[config.mk]
export PLATFORM = sky130hd
export DESIGN_NAME = logic_cell_input_select_gate
export DESIGN_NICKNAME = d
export VERILOG_FILES = /design/src/verilog/logic_cell_pkg.sv /design/src/verilog/logic_cell_input_select_gate.sv
export VERILOG_INCLUDE_DIRS = /design/src /design/src/verilog
export SDC_FILE = /design/constraint.sdc
export NUM_CORES = 1
export LEC_CHECK = 0
export BUFFER_PORTS_ARGS = -buffer_cell sky130_fd_sc_hd__buf_2
export CAP_MARGIN = 15
export CORE_MARGIN = 4
export CORE_UTILIZATION = 44
export DETAILED_ROUTE_END_ITERATION = 8
export PLACE_DENSITY = 0.79
export SETUP_SLACK_MARGIN = 0.5
export SLEW_MARGIN = 20
export SYNTH_ARGS = -nofsm -noshare
export SYNTH_HDL_FRONTEND = slang
export SYNTH_SLANG_ARGS = --single-unit
[constraint.sdc]
create_clock -name sys_clk -period 3 [get_ports sys_clk]
set_clock_uncertainty 0.05 [all_clocks]
set_input_delay 0.6 -clock sys_clk [delete_from_list [all_inputs] [get_ports sys_clk]]
set_output_delay 0.6 -clock sys_clk [all_outputs]
set_load 0.02 [all_outputs]
[src/verilog/logic_cell_map.svh]
// register offsets, field positions and reset values of the logic cell input stage
`ifndef LOGIC_CELL_MAP_SVH
`define LOGIC_CELL_MAP_SVH
`define SEL_LOW_OFF 4'h0
`define SEL_HIGH_OFF 4'h4
`define G3_TERM_OFF 4'h8
`define STATUS_OFF 4'hC
`define SEL_FIELD_LO 2:0
`define SEL_FIELD_HI 6:4
`define SEL_RESET 8'h00
`define G3_RESET 8'h00
`define UNMAPPED_DATA 32'h0000_0000
`endif

[src/verilog/logic_cell_pkg.sv]
// types shared by the logic cell input stage
package logic_cell_pkg;
  typedef logic [2:0] mux_sel_t; // one multiplexer select code
  typedef logic [15:0] cand_t; // the sixteen candidate inputs
endpackage

[src/verilog/logic_cell_input_select_gate.sv]
// data selection multiplexers and gate three term select of a configurable logic cell
// Summary of operation
// - four stages, register configured, changeable while running
// - sixteen candidate inputs numbered zero to fifteen
// - four eight-input multiplexers drive selected data
// - inputs form four groups; mux sees two
// - each group feeds two muxes, different partners
// - each multiplexer passes exactly one input
// - three-bit select, codes ascend with input
// - mux one picks inputs zero to seven
// - mux two picks inputs four to eleven
// - mux three picks inputs eight to fifteen
// - mux four picks twelve-fifteen then zero-three
// - inputs zero-nine common, twelve-fifteen per instance
// - select fields held in two registers
// - select settings undefined until software writes; reset here loads zero codes
// - odd term bits admit true mux outputs
// - even term bits admit inverted mux outputs
`timescale 1ns/10ps
`default_nettype none
`include "logic_cell_map.svh"
module logic_cell_input_select_gate
  import logic_cell_pkg::*;
(
  input wire logic sys_clk,
  input wire logic rst,
  // classic wishbone slave
  input wire logic wb_cyc_i,
  input wire logic wb_stb_i,
  input wire logic wb_we_i,
  input wire logic [3:0] wb_adr_i,
  input wire logic [3:0] wb_sel_i,
  input wire logic [31:0] wb_dat_i,
  output logic [31:0] wb_dat_o,
  output logic wb_ack_o,
  // candidate sources
  input wire logic cell_pin_input_a,
  input wire logic cell_pin_input_b,
  input wire logic comparator_one_synced,
  input wire logic comparator_two_synced,
  input wire logic sys_osc,
  input wire logic timer_zero_rollover,
  input wire logic timer_one_rollover,
  input wire logic timer_two_period_hit,
  input wire logic cell_one_result,
  input wire logic cell_two_result,
  input wire logic [1:0] reserved_in,
  input wire logic [3:0] instance_in,
  // selected data and gate three result
  output logic selected_data_one,
  output logic selected_data_two,
  output logic selected_data_three,
  output logic selected_data_four,
  output logic gate_three_out
);

  // candidate lines in input-number order
  cand_t cand; // candidate bus
  logic [7:0] input_select_reg_low_r; // mux one in 2:0, mux two in 6:4
  logic [7:0] input_select_reg_low_nxt;
  logic [7:0] input_select_reg_high_r; // mux three in 2:0, mux four in 6:4
  logic [7:0] input_select_reg_high_nxt;
  logic [7:0] gate_three_term_select_r; // term admit bits
  logic [7:0] gate_three_term_select_nxt;
  logic sel_written_r; // both select registers written since reset
  logic sel_written_nxt;
  logic [1:0] sel_seen_r; // which select registers were written
  logic [1:0] sel_seen_nxt;
  // bus side state
  logic ack_r; // bus acknowledge
  logic ack_nxt;
  logic [31:0] rdat_r; // read data
  logic [31:0] rdat_nxt;
  // decoded select codes and multiplexer data
  mux_sel_t mux_one_select, mux_two_select, mux_three_select, mux_four_select;
  logic [7:0] mux_in [4]; // per multiplexer inputs
  logic [3:0] sel_data; // multiplexer outputs
  // accepted requests, blocked while ack stands so one cycle is one access
  logic wr_req; // write accepted at this edge
  logic rd_req; // read accepted at this edge

  // candidate inputs: 0-9 fixed kinds, 10-11 reserved, 12-15 per instance
  // reserved lines stay selectable so software sees whatever drives them
  assign cand = {instance_in, reserved_in, cell_two_result, cell_one_result,
                 timer_two_period_hit, timer_one_rollover, timer_zero_rollover, sys_osc,
                 comparator_two_synced, comparator_one_synced, cell_pin_input_b, cell_pin_input_a};

  // select fields from two registers
  assign mux_one_select = input_select_reg_low_r[`SEL_FIELD_LO];
  assign mux_two_select = input_select_reg_low_r[`SEL_FIELD_HI];
  assign mux_three_select = input_select_reg_high_r[`SEL_FIELD_LO];
  assign mux_four_select = input_select_reg_high_r[`SEL_FIELD_HI];

  // group wiring: each group of four reaches two multiplexers
  assign mux_in[0] = cand[7:0];
  assign mux_in[1] = cand[11:4];
  assign mux_in[2] = cand[15:8];
  // mux four sees group four then group one, so it wraps past fifteen
  assign mux_in[3] = {cand[3:0], cand[15:12]};

  // one input per multiplexer, combinational path from sources
  always_comb begin
    // each code is the input position inside its multiplexer window
    sel_data[0] = mux_in[0][mux_one_select];
    sel_data[1] = mux_in[1][mux_two_select];
    sel_data[2] = mux_in[2][mux_three_select];
    sel_data[3] = mux_in[3][mux_four_select];
  end

  // selections leave the block unregistered
  assign selected_data_one = sel_data[0];
  assign selected_data_two = sel_data[1];
  assign selected_data_three = sel_data[2];
  assign selected_data_four = sel_data[3];

  // gate three: OR of admitted true (odd bits) and inverted (even bits) terms
  always_comb begin
    gate_three_out = 1'b0;
    // odd bit admits the true term, even bit the inverted term
    for (int i = 0; i < 4; i++) begin
      if (gate_three_term_select_r[2*i+1]) begin
        gate_three_out = gate_three_out | sel_data[i];
      end
      if (gate_three_term_select_r[2*i]) begin
        gate_three_out = gate_three_out | ~sel_data[i];
      end
    end
  end

  // a request counts once: while ack stands the same cycle is not taken again
  assign wr_req = wb_cyc_i & wb_stb_i & wb_we_i & ~ack_r;
  assign rd_req = wb_cyc_i & wb_stb_i & ~wb_we_i & ~ack_r;

  // register file next state; writes land at the ack edge
  always_comb begin
    // hold the registers and read data unless a request changes them; ack follows the request
    input_select_reg_low_nxt = input_select_reg_low_r;
    input_select_reg_high_nxt = input_select_reg_high_r;
    gate_three_term_select_nxt = gate_three_term_select_r;
    sel_seen_nxt = sel_seen_r;
    ack_nxt = wb_cyc_i & wb_stb_i & ~ack_r;
    rdat_nxt = rdat_r;
    // only lane zero carries register bits; other lanes are ignored
    if (wr_req && wb_sel_i[0]) begin
      unique case (wb_adr_i)
        `SEL_LOW_OFF: begin
          // spare bits 3 and 7 are not stored
          input_select_reg_low_nxt = {1'b0, wb_dat_i[6:4], 1'b0, wb_dat_i[2:0]};
          sel_seen_nxt[0] = 1'b1;
        end
        `SEL_HIGH_OFF: begin
          input_select_reg_high_nxt = {1'b0, wb_dat_i[6:4], 1'b0, wb_dat_i[2:0]};
          sel_seen_nxt[1] = 1'b1;
        end
        `G3_TERM_OFF: begin
          gate_three_term_select_nxt = wb_dat_i[7:0];
        end
        default: begin
          // unmapped or status: write ignored
        end
      endcase
    end
    // read data is registered so it stands together with ack
    if (rd_req) begin
      unique case (wb_adr_i)
        `SEL_LOW_OFF: rdat_nxt = {24'h00_0000, input_select_reg_low_r};
        `SEL_HIGH_OFF: rdat_nxt = {24'h00_0000, input_select_reg_high_r};
        `G3_TERM_OFF: rdat_nxt = {24'h00_0000, gate_three_term_select_r};
        `STATUS_OFF: rdat_nxt = {26'h0, sel_written_r, gate_three_out, sel_data};
        default: rdat_nxt = `UNMAPPED_DATA;
      endcase
    end
    // flag for software: both select registers hold written codes
    sel_written_nxt = &sel_seen_nxt;
  end

  // register update; select values undefined by spec, cleared here for determinism
  always_ff @(posedge sys_clk) begin
    if (rst) begin
      // known zero codes instead of undefined ones
      input_select_reg_low_r <= `SEL_RESET;
      input_select_reg_high_r <= `SEL_RESET;
      gate_three_term_select_r <= `G3_RESET;
      sel_seen_r <= 2'h0;
      sel_written_r <= 1'b0;
      ack_r <= 1'b0;
      rdat_r <= 32'h0000_0000;
    end else begin
      // every register loads its next value on each edge
      input_select_reg_low_r <= input_select_reg_low_nxt;
      input_select_reg_high_r <= input_select_reg_high_nxt;
      gate_three_term_select_r <= gate_three_term_select_nxt;
      sel_seen_r <= sel_seen_nxt;
      sel_written_r <= sel_written_nxt;
      ack_r <= ack_nxt;
      rdat_r <= rdat_nxt;
    end
  end

  // bus outputs straight from their flip-flops
  assign wb_ack_o = ack_r;
  assign wb_dat_o = rdat_r;

  // writes to the term register show after the ack edge
  term_write_a: assert property (@(posedge sys_clk) disable iff (rst)
    (wr_req && wb_sel_i[0] && wb_adr_i == `G3_TERM_OFF) |=> gate_three_term_select_r == $past(wb_dat_i[7:0]))
    else $error("term write not applied");

  // mux one follows its select
  mux_one_sel_a: assert property (@(posedge sys_clk) disable iff (rst)
    selected_data_one == cand[mux_one_select]) else $error("mux one wrong");

  // mux two offset by four
  mux_two_sel_a: assert property (@(posedge sys_clk) disable iff (rst)
    selected_data_two == cand[4'(mux_two_select) + 4'h4]) else $error("mux two wrong");

  // mux three offset by eight
  mux_three_sel_a: assert property (@(posedge sys_clk) disable iff (rst)
    selected_data_three == cand[4'(mux_three_select) + 4'h8]) else $error("mux three wrong");

  // mux four wraps from fifteen to zero
  mux_four_sel_a: assert property (@(posedge sys_clk) disable iff (rst)
    selected_data_four == cand[4'(mux_four_select) + 4'hC]) else $error("mux four wrong");

  // no term admitted gives zero
  gate_zero_a: assert property (@(posedge sys_clk) disable iff (rst)
    (gate_three_term_select_r == 8'h00) |-> !gate_three_out) else $error("gate not zero");

  // true and inverted of one mux together force one
  gate_true_inv_a: assert property (@(posedge sys_clk) disable iff (rst)
    (gate_three_term_select_r[1:0] == 2'h3) |-> gate_three_out) else $error("gate not one");

  // single true term passes mux four
  gate_true_four_a: assert property (@(posedge sys_clk) disable iff (rst)
    (gate_three_term_select_r == 8'h80) |-> gate_three_out == selected_data_four)
    else $error("gate term four wrong");

  // ack lasts one cycle
  bus_ack_once_a: assert property (@(posedge sys_clk) disable iff (rst)
    wb_ack_o |=> !wb_ack_o) else $error("ack held");

  // an accepted request is answered at the next edge
  bus_ack_next_a: assert property (@(posedge sys_clk) disable iff (rst)
    (wb_cyc_i && wb_stb_i && !wb_ack_o) |=> wb_ack_o) else $error("ack missing");

  // no answer without a request
  bus_ack_req_a: assert property (@(posedge sys_clk) disable iff (rst)
    !(wb_cyc_i && wb_stb_i) |=> !wb_ack_o) else $error("ack without request");

  // select low write lands at the next edge, spare bits dropped
  sel_low_write_a: assert property (@(posedge sys_clk) disable iff (rst)
    (wr_req && wb_sel_i[0] && wb_adr_i == `SEL_LOW_OFF) |=>
    input_select_reg_low_r == ($past(wb_dat_i[7:0]) & 8'h77)) else $error("select low write not applied");

  // select high write lands at the next edge, spare bits dropped
  sel_high_write_a: assert property (@(posedge sys_clk) disable iff (rst)
    (wr_req && wb_sel_i[0] && wb_adr_i == `SEL_HIGH_OFF) |=>
    input_select_reg_high_r == ($past(wb_dat_i[7:0]) & 8'h77)) else $error("select high write not applied");

  // a write with lane zero off changes nothing
  lane_off_a: assert property (@(posedge sys_clk) disable iff (rst)
    (wr_req && !wb_sel_i[0]) |=> $stable(gate_three_term_select_r) && $stable(input_select_reg_low_r)
    && $stable(input_select_reg_high_r)) else $error("masked write changed a register");

  // term register holds unless written
  term_hold_a: assert property (@(posedge sys_clk) disable iff (rst)
    !(wr_req && wb_sel_i[0] && wb_adr_i == `G3_TERM_OFF) |=> $stable(gate_three_term_select_r))
    else $error("term changed without write");

  // select registers hold unless written
  sel_hold_a: assert property (@(posedge sys_clk) disable iff (rst)
    !(wr_req && wb_sel_i[0] && (wb_adr_i == `SEL_LOW_OFF || wb_adr_i == `SEL_HIGH_OFF)) |=>
    $stable(input_select_reg_low_r) && $stable(input_select_reg_high_r)) else $error("select changed without write");

  // spare select bits never hold a one
  sel_spare_a: assert property (@(posedge sys_clk) disable iff (rst)
    (input_select_reg_low_r & 8'h88) == 8'h00 && (input_select_reg_high_r & 8'h88) == 8'h00)
    else $error("spare select bit set");

  // term read returns the register with the answer
  term_read_a: assert property (@(posedge sys_clk) disable iff (rst)
    (rd_req && wb_adr_i == `G3_TERM_OFF) |=> wb_dat_o == {24'h00_0000, $past(gate_three_term_select_r)})
    else $error("term read wrong");

  // select low read returns the register with the answer
  sel_low_read_a: assert property (@(posedge sys_clk) disable iff (rst)
    (rd_req && wb_adr_i == `SEL_LOW_OFF) |=> wb_dat_o == {24'h00_0000, $past(input_select_reg_low_r)})
    else $error("select low read wrong");

  // select high read returns the register with the answer
  sel_high_read_a: assert property (@(posedge sys_clk) disable iff (rst)
    (rd_req && wb_adr_i == `SEL_HIGH_OFF) |=> wb_dat_o == {24'h00_0000, $past(input_select_reg_high_r)})
    else $error("select high read wrong");

  // status read reports the selections, the gate and the written flag
  status_read_a: assert property (@(posedge sys_clk) disable iff (rst)
    (rd_req && wb_adr_i == `STATUS_OFF) |=> wb_dat_o[3:0] == $past(sel_data)
    && wb_dat_o[4] == $past(gate_three_out) && wb_dat_o[5] == $past(sel_written_r))
    else $error("status read wrong");

  // read data carries nothing above the byte
  rdata_upper_a: assert property (@(posedge sys_clk) disable iff (rst)
    wb_dat_o[31:8] == 24'h00_0000) else $error("read data upper bits set");

  // unmapped reads return zero
  unmapped_read_a: assert property (@(posedge sys_clk) disable iff (rst)
    (rd_req && wb_adr_i != `SEL_LOW_OFF && wb_adr_i != `SEL_HIGH_OFF && wb_adr_i != `G3_TERM_OFF
    && wb_adr_i != `STATUS_OFF) |=> wb_dat_o == `UNMAPPED_DATA)
    else $error("unmapped read not zero");

  // written flag only after both select registers
  sel_written_a: assert property (@(posedge sys_clk) disable iff (rst)
    sel_written_r |-> (sel_seen_r == 2'h3)) else $error("written flag early");

  // single inverted term of mux one
  gate_inv_one_a: assert property (@(posedge sys_clk) disable iff (rst)
    (gate_three_term_select_r == 8'h01) |-> gate_three_out == !selected_data_one)
    else $error("gate inverted term one wrong");

  // single true term of mux one
  gate_true_one_a: assert property (@(posedge sys_clk) disable iff (rst)
    (gate_three_term_select_r == 8'h02) |-> gate_three_out == selected_data_one)
    else $error("gate true term one wrong");

  // all true terms give the OR of the four selections
  gate_all_true_a: assert property (@(posedge sys_clk) disable iff (rst)
    (gate_three_term_select_r == 8'hAA) |-> gate_three_out == (selected_data_one || selected_data_two
    || selected_data_three || selected_data_four)) else $error("gate all true wrong");

  // all inverted terms give one unless every selection is high
  gate_all_inv_a: assert property (@(posedge sys_clk) disable iff (rst)
    (gate_three_term_select_r == 8'h55) |-> gate_three_out == !(selected_data_one && selected_data_two
    && selected_data_three && selected_data_four)) else $error("gate all inverted wrong");

  // all candidates low drive every selection low
  mux_all_low_a: assert property (@(posedge sys_clk) disable iff (rst)
    (cand == 16'h0000) |-> sel_data == 4'h0) else $error("selection high with no source high");

  // all candidates high drive every selection high
  mux_all_high_a: assert property (@(posedge sys_clk) disable iff (rst)
    (cand == 16'hFFFF) |-> sel_data == 4'hF) else $error("selection low with every source high");

endmodule
`default_nettype wire

==> out/results.ini <==
[yosys]
synth_top_area_share_pct = 35.4
yosysMostFrequentCell = dfxtp_1
synth-seq-area-share_pct = 35.4
synthTopCellsByArea = dfxtp_1 (35%), mux2i_1 (14%), buf_4 (10%)
avgSynthCellArea_um2 = 10.3
yosysUniqueCellTypes = 29
synth.largest_area_cell = dfxtp_1
synth_seq_cells = 32
async_flop_share_pct = 0
syn_inst = 175
yosys_most_used_dff = dfxtp_1
yosysWarnings = 0
synth-edff-count = 0
synthesis.area_um2 = 1810
synth_common_cells = dfxtp_1 (32), nor2_1 (31), mux2i_1 (26)

[worst_setup_path]
cp_max_fo = 5
worst-setup-path-type = register to output port
crit_required_ns = 2.35
crit_path_start_kind = register
crit_path_end_kind = output port
worstPathArrival_ns = 2.09

[clocking]
cts.path.max_buffers = 2
clk_pin_slew_ns = 0.07
clock_latency_ns = 0.29
cts_root_buffer = clkbuf_8
cts_max_level = 2
cts_buffers = 5
cts_sinks = 32
cts_tree = done
ctsHoldBuffers = 0

[global_routing]
antenna_found_initial = 0
grt_remaining_overflow = 0
grt_pass1_vias = 1385
grt_max_degree = 32
grtUsageTotal_pct = 18.2
grt_pass1_wl_um = 7070

[final_layout]
drive_above_1_share_pct = 39.5
antennaDiodeCount = 0
final_net_count = 288
final_area_um2 = 2230
syn2layout_area_growth_pct = 23.2

[route]
ant_nets = 0
drc_errors = 0
viasPerCell = 5.26
wl_um = 4480
drt_iter0_markers = 72
dr.pass1.iters = 4
vias = 1461
wl_per_cell_um = 16.1

[sta]
timing.final.crit_share_pct = 91.3
worst_slack_ns = 0.262
setup_tns_ns = 0
rsz0062_at_grt = yes
max_clock_freq_mhz = 365
whs_ns = 0.400
worst_pin_slew_ns = 0.630
slew_headroom_pct = 57.8
hold_viol_final = 0
finalMaxSlewViolations = 0
setup-violations-final = 0
fin_crit_ns = 2.74

[die]
die_area_um2 = 5200
dieWidth_um = 72.1
start_util_pct = 45.2
dieHeight_um = 72.1
core_area_um2 = 4000
io-pin-count = 99
row_count = 23

[placement]
placed_area_um2 = 1990
hpwl_um = 3180
portBuffers = 47
gp_congestion = 0.831
place_ws_ns = 0.302

[run]
maxCapViolations = 0

[pwr]
power_density_nw_per_um2 = 451
p_total_mw = 1.01
vdd_ir_drop_max_mv = 0.305
leakage_nw = 1.08

[min_path]
min_path_type = register to register

[status]
status = finished clean

registers in the layout, summed over array words and instances, names as in the netlist:
register	count
sel_seen_r	2
input_select_reg_low_r	6
wb_ack_o	1
input_select_reg_high_r	6
wb_dat_o	8
sel_written_r	1
gate_three_term_select_r	8
layout by cell type (no fill, tap or decap), drive strengths merged, types with 3 or more instances in the layout:
cell	count
a22o	3
a22oi	4
buf	53
clkbuf	8
conb	24
dfxtp	32
mux2	17
mux2i	26
mux4	8
nand2	3
nor2	31
nor2b	3
final timing paths:
kind | slack (ns) | endpoint | cells past startpoint | from
setup / recovery | 0.26 | gate_three_out | 5 | input_select_reg_low_r[4]
hold / removal | 0.40 | wb_dat_o[7] | 2 | wb_dat_o[7]
setup reg to reg | 0.63 | wb_dat_o[2] | 6 | input_select_reg_high_r[0]
hold reg to reg | 0.40 | wb_dat_o[7] | 2 | wb_dat_o[7]
through the flow:
step | std cells | utilization (%)
final | 278 | 55.7
after global routing | 278 | 55.7
after CTS | 276 | 54.6
after detailed placement | 264 | 49.8
after global placement | 264 | 49.8
after floorplan | 198 | -
layout make-up:
cell class                 count  area [µm²]
clock buffer                   7        96.3
clock inverter                 1        30.0
fill                         371        1770
multi-input combinational    134        1080
sequential                    32         656
tap                           50        62.6
timing repair buffer          54         307
critical path, stage by stage (launching register included):
cell     delay (ns)
dfxtp_4        0.39
mux2_2         0.34
mux4_2         0.51
mux2i_1        0.20
nand4_1        0.18
buf_6          0.18
power by group:
part           total (mW)  switching (mW)  internal [mW]
combinational       0.122          0.0730         0.0490
sequential          0.424         0.00110          0.423
clock               0.460           0.167          0.293
kinds of logic after synthesis:
| family | after synthesis | share of synthesized area [%] |
|---|---|---|
| flops | 32 | 35.4 |
| mux | 51 | 35.1 |
| other cells | 1 | 0.207 |
| simple gates | 47 | 12.4 |
| buf+inv | 32 | 11.7 |
| compound gates | 12 | 5.19 |
layer usage:
metal / up-vias / GRT usage, % / wire (µm)
met5: - / 0 / 0
met4: 0 / 6.47 / 88
met3: 11 / 6.23 / 405
met2: 63 / 28.0 / 2130
met1: 706 / 23.8 / 1860
li1: 681 / - / -
repair_timing:
| action | in CTS | in global routing |
|---|---|---|
| endpoints found under the setup margin | 3 | 3 |
| resized for setup | 14 | 8 |
| buffers inserted | 4 | 2 |
| pin swaps | 1 | 1 |
Note: power is estimated with default switching activity, not from simulation.
